`src/core/pmwc_consts.vh`:
```
/*
  constants of the power-mode and wakeup controller: register offsets, field
  positions, reset values and settling counts.
  assumes a byte-wide register port with 8-bit addresses.
*/
`ifndef PMWC_CONSTS_VH
`define PMWC_CONSTS_VH

// register offsets
`define PMWC_OSC_CTRL_ADDR   8'hca
`define PMWC_P1_WAKE_ADDR    8'hc0
`define PMWC_TMR_CTRL_ADDR   8'hc8
`define PMWC_STATUS_ADDR     8'hc9

// oscillator control field positions
`define PMWC_HOSC_STOP_BIT   1
`define PMWC_SLOW_SEL_BIT    2
`define PMWC_OPMODE_LO_BIT   3
`define PMWC_OPMODE_HI_BIT   4

// timer control field positions
`define PMWC_T0_EN_BIT       0
`define PMWC_TC0_EN_BIT      1
`define PMWC_T1_EN_BIT       2

// operating mode codes
`define PMWC_OPMODE_NORMAL   2'b00
`define PMWC_OPMODE_SLEEP    2'b01
`define PMWC_OPMODE_GREEN    2'b10

// reset values
`define PMWC_OSC_CTRL_RST    8'h00
`define PMWC_P1_WAKE_RST     7'h00
`define PMWC_TMR_CTRL_RST    3'h0

// settling after power-down wakeup, in high-oscillator clocks
`define PMWC_SETTLE_CLOCKS   2048

`endif

```
`src/core/pmwc_pin_change.v`:
```
/*
  pin-change detector: flags a level change on any enabled pin.
  assumes pins are synchronous to clk_i; the reference is refreshed every cycle.
*/
`timescale 1ns/1ps
module pmwc_pin_change #(
  parameter WIDTH = 7
) (
  input  wire             clk_i,
  input  wire             nrst_i,
  input  wire [WIDTH-1:0] pins_i,
  input  wire [WIDTH-1:0] enable_i,
  output wire             change_o
);

  reg  [WIDTH-1:0] last_reg;
  wire [WIDTH-1:0] diff;

  always @(posedge clk_i or negedge nrst_i)
  begin
    if (!nrst_i)
      last_reg <= {WIDTH{1'b0}};
    else
      last_reg <= pins_i;
  end

  genvar g;
  generate
    for (g = 0; g < WIDTH; g = g + 1)
    begin : g_bit
      assign diff[g] = (pins_i[g] ^ last_reg[g]) & enable_i[g];
    end
  endgenerate

  // the first cycle after reset may flag a change; only sleep and green use it
  assign change_o = |diff;

endmodule // pmwc_pin_change

```
`src/core/pmwc_ctrl.v`:
```
/*
  power-mode and wakeup controller: mode register, port-1 wake mask, timer
  enables, mode sequencer, settling counter, cpu and timer gating.
  assumes a one-cycle register port, pins and timer overflow synchronous to clk_i,
  and the settling count clocked by clk_i standing in for the high oscillator.
*/
`timescale 1ns/1ps
`include "pmwc_consts.vh"
module pmwc_ctrl #(
  parameter SETTLE_CLOCKS = `PMWC_SETTLE_CLOCKS,
  parameter P0_WIDTH      = 4,
  parameter P1_WIDTH      = 7
) (
  input  wire                clk_i,
  input  wire                nrst_i,
  input  wire [7:0]          addr_i,
  input  wire [7:0]          wdata_i,
  input  wire                wr_i,
  input  wire                rd_i,
  output reg  [7:0]          rdata_o,
  input  wire [P0_WIDTH-1:0] port0_i,
  input  wire [P1_WIDTH-1:0] port1_i,
  input  wire                timer0_overflow_i,
  output reg                 cpu_run_o,
  output reg                 slow_clock_select_o,
  output reg                 ext_high_osc_en_o,
  output reg                 ext_low_clock_en_o,
  output reg                 timer0_run_o,
  output reg                 timer_counter0_run_o,
  output reg                 timer1_run_o,
  output reg                 timer_irq_allow_o,
  output reg                 ext_irq_allow_o,
  output reg                 settling_o
);

  ////////////////////////////////////////////////////////////////////////////
  // states and registers

  localparam [3:0] ST_RUN    = 4'b0001;
  localparam [3:0] ST_GREEN  = 4'b0010;
  localparam [3:0] ST_SLEEP  = 4'b0100;
  localparam [3:0] ST_SETTLE = 4'b1000;

  localparam [31:0] SETTLE_LAST_FULL = SETTLE_CLOCKS - 1;
  localparam [11:0] SETTLE_LAST      = SETTLE_LAST_FULL[11:0];

  reg  [3:0]          state_reg;
  reg  [3:0]          state_next;
  reg  [1:0]          op_mode_field_reg;
  reg  [1:0]          op_mode_field_next;
  reg                 slow_clock_select_reg;
  reg                 slow_clock_select_next;
  reg                 high_osc_stop_reg;
  reg                 high_osc_stop_next;
  reg  [P1_WIDTH-1:0] port1_wakeup_mask_reg;
  reg                 timer0_enable_reg;
  reg                 timer_counter0_enable_reg;
  reg                 timer1_enable_reg;
  reg  [11:0]         settle_cnt_reg;
  reg  [11:0]         settle_cnt_next;

  wire osc_wr  = wr_i && (addr_i == `PMWC_OSC_CTRL_ADDR);
  wire p1_wr   = wr_i && (addr_i == `PMWC_P1_WAKE_ADDR);
  wire tmr_wr  = wr_i && (addr_i == `PMWC_TMR_CTRL_ADDR);

  ////////////////////////////////////////////////////////////////////////////
  // wakeup detection

  wire p0_change;
  wire p1_change;

  pmwc_pin_change #(.WIDTH(P0_WIDTH)) u_p0_change (
    .clk_i    (clk_i),
    .nrst_i   (nrst_i),
    .pins_i   (port0_i),
    .enable_i ({P0_WIDTH{1'b1}}),
    .change_o (p0_change)
  );

  pmwc_pin_change #(.WIDTH(P1_WIDTH)) u_p1_change (
    .clk_i    (clk_i),
    .nrst_i   (nrst_i),
    .pins_i   (port1_i),
    .enable_i (port1_wakeup_mask_reg),
    .change_o (p1_change)
  );

  wire pin_wake   = p0_change | p1_change;
  wire timer_wake = timer0_enable_reg & timer0_overflow_i;

  ////////////////////////////////////////////////////////////////////////////
  // mode sequencer

  always @*
  begin
    state_next             = state_reg;
    op_mode_field_next     = op_mode_field_reg;
    slow_clock_select_next = slow_clock_select_reg;
    high_osc_stop_next     = high_osc_stop_reg;
    settle_cnt_next        = settle_cnt_reg;
    case (state_reg)
      ST_RUN:
      begin
        if (osc_wr)
        begin
          // clock select applies at once, both directions
          slow_clock_select_next = wdata_i[`PMWC_SLOW_SEL_BIT];
          high_osc_stop_next     = wdata_i[`PMWC_HOSC_STOP_BIT];
          op_mode_field_next     = wdata_i[`PMWC_OPMODE_HI_BIT:`PMWC_OPMODE_LO_BIT];
          if (op_mode_field_next == `PMWC_OPMODE_SLEEP)
            state_next = ST_SLEEP;
          else if (op_mode_field_next == `PMWC_OPMODE_GREEN)
            state_next = ST_GREEN;
          else
            op_mode_field_next = `PMWC_OPMODE_NORMAL; // reserved 11 treated as normal
        end
      end
      ST_GREEN:
      begin
        if (pin_wake || timer_wake)
        begin
          state_next         = ST_RUN;
          op_mode_field_next = `PMWC_OPMODE_NORMAL;
        end
      end
      ST_SLEEP:
      begin
        if (pin_wake)
        begin
          state_next      = ST_SETTLE;
          settle_cnt_next = 12'h000;
          // restart the high oscillator: settling counts its clocks
          high_osc_stop_next = 1'b0;
        end
      end
      ST_SETTLE:
      begin
        if (settle_cnt_reg == SETTLE_LAST)
        begin
          state_next             = ST_RUN;
          op_mode_field_next     = `PMWC_OPMODE_NORMAL;
          slow_clock_select_next = 1'b0;
          high_osc_stop_next     = 1'b0;
        end
        else
          settle_cnt_next = settle_cnt_reg + 12'h001;
      end
      default:
        state_next = ST_RUN;
    endcase
  end

  always @(posedge clk_i or negedge nrst_i)
  begin
    if (!nrst_i)
    begin
      state_reg                 <= ST_RUN;
      op_mode_field_reg         <= `PMWC_OPMODE_NORMAL;
      slow_clock_select_reg     <= 1'b0;
      high_osc_stop_reg         <= 1'b0;
      settle_cnt_reg            <= 12'h000;
      port1_wakeup_mask_reg     <= `PMWC_P1_WAKE_RST;
      timer0_enable_reg         <= 1'b0;
      timer_counter0_enable_reg <= 1'b0;
      timer1_enable_reg         <= 1'b0;
    end
    else
    begin
      state_reg             <= state_next;
      op_mode_field_reg     <= op_mode_field_next;
      slow_clock_select_reg <= slow_clock_select_next;
      high_osc_stop_reg     <= high_osc_stop_next;
      settle_cnt_reg        <= settle_cnt_next;
      if (p1_wr)
        port1_wakeup_mask_reg <= wdata_i[P1_WIDTH-1:0];
      if (tmr_wr)
      begin
        timer0_enable_reg         <= wdata_i[`PMWC_T0_EN_BIT];
        timer_counter0_enable_reg <= wdata_i[`PMWC_TC0_EN_BIT];
        timer1_enable_reg         <= wdata_i[`PMWC_T1_EN_BIT];
      end
    end
  end

  ////////////////////////////////////////////////////////////////////////////
  // outputs, registered from the next-state view so they track the state

  wire next_run    = (state_next == ST_RUN);
  wire next_green  = (state_next == ST_GREEN);
  wire next_sleep  = (state_next == ST_SLEEP);
  wire next_active = next_run | next_green;

  always @(posedge clk_i or negedge nrst_i)
  begin
    if (!nrst_i)
    begin
      cpu_run_o            <= 1'b1;
      slow_clock_select_o  <= 1'b0;
      ext_high_osc_en_o    <= 1'b1;
      ext_low_clock_en_o   <= 1'b1;
      timer0_run_o         <= 1'b0;
      timer_counter0_run_o <= 1'b0;
      timer1_run_o         <= 1'b0;
      timer_irq_allow_o    <= 1'b1;
      ext_irq_allow_o      <= 1'b1;
      settling_o           <= 1'b0;
      rdata_o              <= 8'h00;
    end
    else
    begin
      cpu_run_o            <= next_run;
      slow_clock_select_o  <= slow_clock_select_next;
      ext_high_osc_en_o    <= !next_sleep && !high_osc_stop_next;
      ext_low_clock_en_o   <= !next_sleep;
      timer0_run_o         <= next_active && timer0_enable_reg;
      timer_counter0_run_o <= next_active && timer_counter0_enable_reg;
      timer1_run_o         <= next_active && timer1_enable_reg;
      timer_irq_allow_o    <= next_active;
      ext_irq_allow_o      <= next_active;
      settling_o           <= (state_next == ST_SETTLE);
      // mask register is write-only and reads as zero
      if (rd_i && addr_i == `PMWC_OSC_CTRL_ADDR)
        rdata_o <= {3'h0, op_mode_field_reg, slow_clock_select_reg,
                    high_osc_stop_reg, 1'b0};
      else if (rd_i && addr_i == `PMWC_TMR_CTRL_ADDR)
        rdata_o <= {5'h00, timer1_enable_reg, timer_counter0_enable_reg,
                    timer0_enable_reg};
      else if (rd_i && addr_i == `PMWC_STATUS_ADDR)
        rdata_o <= {4'h0, state_reg};
      else
        rdata_o <= 8'h00;
    end
  end

endmodule // pmwc_ctrl

```
`config.mk`:
```
export PLATFORM = sky130hd
export DESIGN_NAME = pmwc_ctrl
export DESIGN_NICKNAME = d
export VERILOG_FILES = /design/src/core/pmwc_pin_change.v /design/src/core/pmwc_ctrl.v
export VERILOG_INCLUDE_DIRS = /design/src /design/src/core
export SDC_FILE = /design/constraint.sdc
export NUM_CORES = 1
export LEC_CHECK = 0
export BUFFER_PORTS_ARGS = -buffer_cell sky130_fd_sc_hd__buf_2
export CORE_MARGIN = 2
export CORE_UTILIZATION = 55
export CTS_BUF_LIST = sky130_fd_sc_hd__clkbuf_8
export CTS_CLUSTER_DIAMETER = 60
export DETAILED_ROUTE_END_ITERATION = 8
export PLACE_DENSITY = 0.8
export SLEW_MARGIN = 20
export SYNTH_ARGS = -nofsm -noshare
export SYNTH_HDL_FRONTEND = slang
export SYNTH_SLANG_ARGS = --single-unit
```
`constraint.sdc`:
```
create_clock -name clk_i -period 2.8 [get_ports clk_i]
set_clock_uncertainty 0.1 [all_clocks]
set_input_delay 0.56 -clock clk_i [delete_from_list [all_inputs] [get_ports clk_i]]
set_output_delay 0.56 -clock clk_i [all_outputs]
set_load 0.01 [all_outputs]
```
==> results of run 1 <==
metal layers:
| layer | routed length (um) | GRT usage (%) | up-vias |
|---|---|---|---|
| met5 | 0 | 0 | - |
| li1 | - | - | 840 |
| met1 | 2070 | 28.2 | 841 |
| met3 | 222 | 4.27 | 6 |
| met4 | 72 | 6.92 | 0 |
| met2 | 2240 | 29.6 | 50 |
final timing paths:
kind                                            to  cells after the start                 start
max                           timer_counter0_run_o                      4          state_reg[0]
min                              settle_cnt_reg[6]                      1                nrst_i
max reg2reg                   timer_counter0_run_o                      4          state_reg[0]
min reg2reg                             rdata_o[4]                      2  op_mode_field_reg[1]
max in group asynchronous             state_reg[0]                      2                nrst_i
min in group clk_i         u_p1_change.last_reg[2]                      1            port1_i[2]
power groups by stage:
stage	logic, uW	registers [uW]	clock network [uW]
finish	118	831	620
global route	131	834	665
CTS	120	830	636
detailed placement	119	845	0
global placement	116	844	0
floorplan	61.5	841	0
layout by cell type, fill, tap and decap left out, drive strengths merged, types with 3 or more instances in the layout:
cell,Yosys,final
nor4,5,5
a21oi,4,4
clkbuf,2,6
xnor2,9,9
buf,6,47
dfstp,5,5
o21ai,11,11
nor2,17,17
nor3,4,4
nand3b,3,3
or4b,5,5
dfrtp,49,49
and3,5,5
mux2,10,10
nor4b,4,4
mux2i,4,4
xor2,14,14
conb,1,3
nand3,6,6
nand2,16,16
logic make-up (layout without fill, tap and decap cells):
kind of cell / after synthesis / after routing
and+or+nand+nor: 77 / 77
DFF: 54 / 54
AOI/OAI and AO/OA: 29 / 29
xor gates and xnor gates: 23 / 23
muxes: 14 / 14
buffers and inverters: 10 / 57
adders and majority gates: 1 / 1
other: 1 / 3
stage by stage:
| stage | instances | utilization [%] | hold slack (ns) |
|---|---|---|---|
| 2_1_floorplan | 211 | - | 0.164 |
| 3_3_place_gp | 302 | 62.6 | 0.369 |
| 3_5_place_dp | 302 | 62.6 | 0.369 |
| 4_1_cts | 310 | 65.9 | 0.0318 |
| 5_1_grt | 310 | 65.9 | 0.0426 |
| 6_report | 310 | 65.9 | 0.0346 |
layout make-up:
class	instances	area, um^2	area share [%]
multi-input combinational	147	1040	36.4
sequential	54	1360	47.6
clock inverter	2	60.1	2.11
clock buffer	6	82.6	2.90
inverter	2	7.51	0.263
tap	52	65.1	2.28
timing repair buffer	47	240	8.43
worst register-to-register path, cell delays in order, from the launching register on:
cell and delay (ns):
dfstp_2 0.62, or4b_1 0.50, nor4_1 0.33, nand3b_1 0.32, and3_1 0.28
==> metrics.cfg, run 1 <==
[run_status]
status = complete, no violations

[setup_path]
crit_chain = or4b_1 -> nor4_1 -> nand3b_1 -> and3_1
worstPathArrival_ns = 2.35
cp.buffers_inverters = 0
worst_path_max_delay_cell = dfstp_2
cp-end-kind = flip-flop
path_class = flip-flop to flip-flop
crit_path_max_fanout = 9
crit_family = simple AND/OR/NAND/NOR gates
required_ns = 2.90
cpPeakStageDelay_ns = 0.62
rrSetupSlack_ns = 0.54
cp-start-kind = flip-flop

[sta]
fin_tns_setup_ns = 0
setup_ws_ns = 0.543
finalSetupViolCount = 0
fin_crit_ns = 2.26
slew_headroom_pct = 54.8
hold_violations = 0
rsz0062_at_grt = no
max_freq_mhz = 443
slew_viol_final = 0
fin_crit_sh_pct = 80.6
tightest_slew_ns = 0.676

[power_and_ir_drop]
swShare_pct = 20.6
power_leakage_uw = 0.00134
intPower_uw = 1250
irDropWorstVdd_uv = 358
clkPwrFrac_pct = 39.6
p_total_uw = 1570
power_density_nw_per_um2 = 550
seqPwrFrac_pct = 53.0
combPwrFrac_pct = 7.5
switching_power_uw = 323

[yosys]
synth_area_um2 = 2440
synth_top_family_by_area = simple AND/OR/NAND/NOR gates
synthCells = 209
synth_ff_type = dfrtp_1
synthAdderAreaFrac_pct = 0.512
yosys_warnings = 0
ys_ff_latch = 54
synth_xor_area_share_pct = 8.25
synth.most_common_cell = dfrtp_1
synth-edff-count = 0
synth.distinct_cells = 47
synth_area_leaders = dfrtp_1 (50%), dfstp_2 (5.4%), xor2_1 (5.0%), mux2_2 (4.6%), xnor2_1 (3.2%)
synth.area.mux_share_pct = 6.25
synth_area_per_cell_um2 = 11.7
synth_seq_area_share_pct = 55.6
synth_compound_area_share_pct = 7.79
synth_common_cells = dfrtp_1 (49), nor2_1 (17), nand2_1 (16)
ys_async_sr_fraction_pct = 100
synth_top_area_cell = dfrtp_1
synthSimpleGateAreaFrac_pct = 19.2
synth_top_area_share_pct = 50.2

[finish]
antenna_cells = 0
post-route-cell-area_um2 = 2850
area_growth_pct = 16.7
layout-drive-gt1-share_pct = 30.6
fill_cells = 357
nNetsFinal = 290
largest_reg_flops = 12

[global_route]
grt_overflow = 0
grt_max_degree = 23
grt_pass1_vias = 1624
grt_pass1_wl_um = 7670
antenna_found_initial = 0
grt_usage_pct = 19.5

[placed_design]
pre_cts_slack_ns = 0.286
dpl_cell_area_um2 = 2710
finalWeightedCongestion = 0.824
hpwl_um = 3480
numPortBuffers = 45

[die]
fp.dieW_um = 70.6
io_pins = 50
die_area_um2 = 4990
initial_core_util_pct = 56.5
core_um2 = 4320
rows = 24
die_h_um = 70.6

[drt]
drt_iter0_drc = 85
routed_wl_um = 4600
drtPass1Iterations = 4
ant_nets = 0
routedWlPerCell_um = 14.8
vias = 1737
drc = 0
via_per_inst = 5.60

[min_path]
hp-class = primary input to async pin

[clock_network]
root_buffer = clkbuf_8
clkTransAtPathRegs_ns = 0.09
cts.sinks = 54
cts_hold_buf = 0
clock_latency_ns = 0.30
post_cts_buffers = 0
clockBufferDepth = 2
cts_resized = 0
htree_levels = 2
cts_tree = yes
cts_buffers = 5

[job]
drv_cap = 0

Note: power is estimated with default switching activity, not from simulation.
==> run 2, diff against run 1 <==
--- a/config.mk
+++ b/config.mk
@@ -6,13 +6,14 @@
 export SDC_FILE = /design/constraint.sdc
 export NUM_CORES = 1
 export LEC_CHECK = 0
+export ABC_AREA = 1
 export BUFFER_PORTS_ARGS = -buffer_cell sky130_fd_sc_hd__buf_2
 export CORE_MARGIN = 2
 export CORE_UTILIZATION = 55
 export CTS_BUF_LIST = sky130_fd_sc_hd__clkbuf_8
 export CTS_CLUSTER_DIAMETER = 60
 export DETAILED_ROUTE_END_ITERATION = 8
-export PLACE_DENSITY = 0.8
+export PLACE_DENSITY = 0.79
 export SLEW_MARGIN = 20
 export SYNTH_ARGS = -nofsm -noshare
 export SYNTH_HDL_FRONTEND = slang
==> constraint.sdc (replaced) <==
create_clock -name clk_i -period 2.3 [get_ports clk_i]
set_clock_uncertainty 0.1 [all_clocks]
set_input_delay 0.46 -clock clk_i [delete_from_list [all_inputs] [get_ports clk_i]]
set_output_delay 0.46 -clock clk_i [all_outputs]
set_load 0.01 [all_outputs]
==> run 2 against run 1 <==
  * Setup slack worse by 0.037 ns
  * Global-route usage is 3.2 points higher
  * Routed wire length up 20%
  * Power rose by 56%
  * Hold slack lost 0.022 ns
  * Utilization increased by 0.40 points
  * Clock power about the same
  * Sequential power increased by 44%
  * Sequential share of layout area decreased by 4.6 points
  * Synthesized area rose by 12%
==> metrics.cfg, run 2 <==
[yosys]
ys_async_sr_fraction_pct = 100  ; unchanged
synth.distinct_cells = 39  ; was 47
synth-edff-count = 0  ; unchanged
synth_area_per_cell_um2 = 8.17  ; was 11.7 um^2
ys_ff_latch = 54  ; unchanged
synth_top_area_share_pct = 44.7  ; was 50.2%
synthCells = 336  ; was 209
yosys_warnings = 0  ; unchanged
synth_area_leaders = dfrtp_1 (45%), nand2_1 (11%), inv_1 (6.7%), nand3_1 (6.0%), nor2_1 (5.1%)  ; was dfrtp_1 (50%), dfstp_2 (5.4%), xor2_1 (5.0%), mux2_2 (4.6%), xnor2_1 (3.2%)
synth_top_area_cell = dfrtp_1  ; unchanged
synth_ff_type = dfrtp_1  ; unchanged
synth_seq_area_share_pct = 49.5  ; was 55.6%
synth.most_common_cell = nand2_1  ; was dfrtp_1
synth_common_cells = nand2_1 (82), dfrtp_1 (49), inv_1 (49)  ; was dfrtp_1 (49), nor2_1 (17), nand2_1 (16)
synth_area_um2 = 2740  ; was 2440 um^2

[power_and_ir_drop]
p_total_uw = 2440  ; was 1570 uW
power_leakage_uw = 0.00170  ; was 0.00134 uW
irDropWorstVdd_uv = 431  ; was 358 uV
power_density_nw_per_um2 = 774  ; was 550 nW/um^2

[sta]
rsz0062_at_grt = no  ; unchanged
tightest_slew_ns = 0.579  ; was 0.676 ns
finalSetupViolCount = 0  ; unchanged
slew_viol_final = 0  ; unchanged
hold_violations = 0  ; unchanged
slew_headroom_pct = 61.1  ; was 54.8%
fin_crit_sh_pct = 78.0  ; was 80.6%
fin_tns_setup_ns = 0  ; unchanged
max_freq_mhz = 557  ; was 443 MHz
fin_crit_ns = 1.79  ; was 2.26 ns
whs_ns = 0.0128  ; was 0.0346 ns

[drt]
vias = 2305  ; was 1,737
drc = 0  ; unchanged
routed_wl_um = 5530  ; was 4600 um
routedWlPerCell_um = 12.2  ; was 14.8 um
via_per_inst = 5.08  ; was 5.60
drtPass1Iterations = 4  ; unchanged
ant_nets = 0  ; unchanged
drt_iter0_drc = 133  ; was 85

[die]
die_area_um2 = 5570  ; was 4990 um^2
io_pins = 50  ; unchanged
initial_core_util_pct = 57.7  ; was 56.5%
die_h_um = 74.6  ; was 70.6 um
core_um2 = 4750  ; was 4320 um^2
rows = 25  ; was 24
fp.dieW_um = 74.6  ; was 70.6 um

[setup_path]
cp-start-kind = flip-flop  ; unchanged
worstPathArrival_ns = 1.89  ; was 2.35 ns
crit_path_start = settle_cnt_reg[0]  ; was state_reg[0]
cp-end-kind = flip-flop  ; unchanged
r2r_cells = 12  ; was 4
reg2reg_from = settle_cnt_reg[0]  ; was state_reg[0]
cp.buffers_inverters = 1  ; was 0
cpPeakStageDelay_ns = 0.45  ; was 0.62 ns
crit_family = simple AND/OR/NAND/NOR gates  ; unchanged
crit_chain = ha_1 -> nand2_1 -> inv_1 -> nand2_4 -> nor2_8 -> nand2_4 -> nand2_8 -> nand2_2 -> nor2_1 -> nand2_1 -> nand2_1 -> nand2_1  ; was or4b_1 -> nor4_1 -> nand3b_1 -> and3_1
rrSetupSlack_ns = 0.51  ; was 0.54 ns
rr_endpoint = op_mode_field_reg[1]  ; was timer_counter0_run_o
path_class = flip-flop to flip-flop  ; unchanged
crit_path_max_fanout = 10  ; was 9
required_ns = 2.40  ; was 2.90 ns
worst_path_max_delay_cell = dfrtp_1  ; was dfstp_2
crit_path_frequent_cell = nand2_1

[clock_network]
cts_tree = yes  ; unchanged
post_cts_buffers = 0  ; unchanged
clock_latency_ns = 0.31  ; was 0.30 ns
cts.sinks = 54  ; unchanged
cts_resized = 0  ; unchanged
cts_hold_buf = 0  ; unchanged
root_buffer = clkbuf_8  ; unchanged
cts_buffers = 5  ; unchanged
htree_levels = 2  ; unchanged
clockBufferDepth = 2  ; unchanged
clkTransAtPathRegs_ns = 0.10  ; was 0.09 ns

[finish]
final_cell_mix = nand2_1 (82), inv_1 (50), dfrtp_1 (49)  ; was dfrtp_1 (49), buf_2 (45), nor2_1 (17)
multi_input_area_um2 = 1140  ; was 1040 um^2
fill_cells = 413  ; was 357
area_growth_pct = 14.9  ; was 16.7%
nNetsFinal = 419  ; was 290
fin_util_pct = 66.3  ; was 65.9%
largest_reg_flops = 12  ; unchanged
regArea_um2 = 1360  ; unchanged
post-route-cell-area_um2 = 3150  ; was 2850 um^2
antenna_cells = 0  ; unchanged
layout_commonest_cell = nand2_1  ; was dfrtp_1
layout-drive-gt1-share_pct = 22.5  ; was 30.6%

[run_status]
status = complete, no violations  ; unchanged

[placed_design]
hpwl_um = 4280  ; was 3480 um
numPortBuffers = 45  ; unchanged
finalWeightedCongestion = 0.878  ; was 0.824
dpl_cell_area_um2 = 3040  ; was 2710 um^2

[global_route]
grt_usage_pct = 22.8  ; was 19.5%
antenna_found_initial = 0  ; unchanged
grt_pass1_wl_um = 9640  ; was 7670 um
grt_pass1_vias = 2247  ; was 1,624
grt_overflow = 0  ; unchanged
grt_max_degree = 33  ; was 23

[min_path]
hp-class = primary input to async pin  ; unchanged

[job]
drv_cap = 0  ; unchanged

[run 2: how the worst max path moves through the flow]
stage	slack (ns)	cells after the start	to
finish	0.51	12	op_mode_field_reg[1]
global route	0.33	12	op_mode_field_reg[1]
detailed placement	0.45	10	timer0_run_o
global placement	0.49	10	timer_counter0_run_o
floorplan	0.68	11	settle_cnt_reg[7]
CTS	0.52	12	op_mode_field_reg[0]
[run 2: kinds of logic after synthesis]
logic type / Yosys count / share of synthesized area (%)
simple gates: 180 / 30.6
buf+inv: 61 / 9.26
flops: 54 / 49.5
compound gates: 30 / 6.89
xor+xnor: 6 / 1.92
mux: 3 / 1.23
fa+ha+maj: 1 / 0.456
other cells: 1 / 0.137
[run 2: per-stage QoR]
step	instances	setup WS (ns)
final	454	0.506
after global routing	454	0.333
after detailed placement	446	0.446
after floorplan	338	0.680
after global placement	446	0.488
after CTS	454	0.515
[run 2: power breakdown]
| group | switching (uW) | internal (uW) | total (uW) |
|---|---|---|---|
| combinational | 389 | 227 | 616 |
| clock | 301 | 321 | 621 |
| sequential | 104 | 1100 | 1200 |
[run 2: final cells by class]
cell class	instances	area share [%]
sequential	54	43.1
multi-input combinational	223	36.2
timing repair buffer	47	8.02
inverter	55	6.63
tap	67	2.66
clock buffer	5	2.18
clock inverter	3	1.31
[run 2: metal layers]
layer  wire (um)  vias to the layer above  global-route usage [%]
met1        2420                     1062                    28.3
met2        2680                       82                    38.4
met4         153                        0                    9.92
li1            -                     1144                       -
met3         272                       17                    4.95
met5           0                        -                       0
[run 2: worst register-to-register path, stage by stage (launching register included)]
cell,delay [ns]
dfrtp_1,0.45
ha_1,0.23
nand2_1,0.08
inv_1,0.10
nand2_4,0.08
nor2_8,0.10
nand2_4,0.07
nand2_8,0.11
nand2_2,0.07
nor2_1,0.09
nand2_1,0.09
nand2_1,0.07
nand2_1,0.05
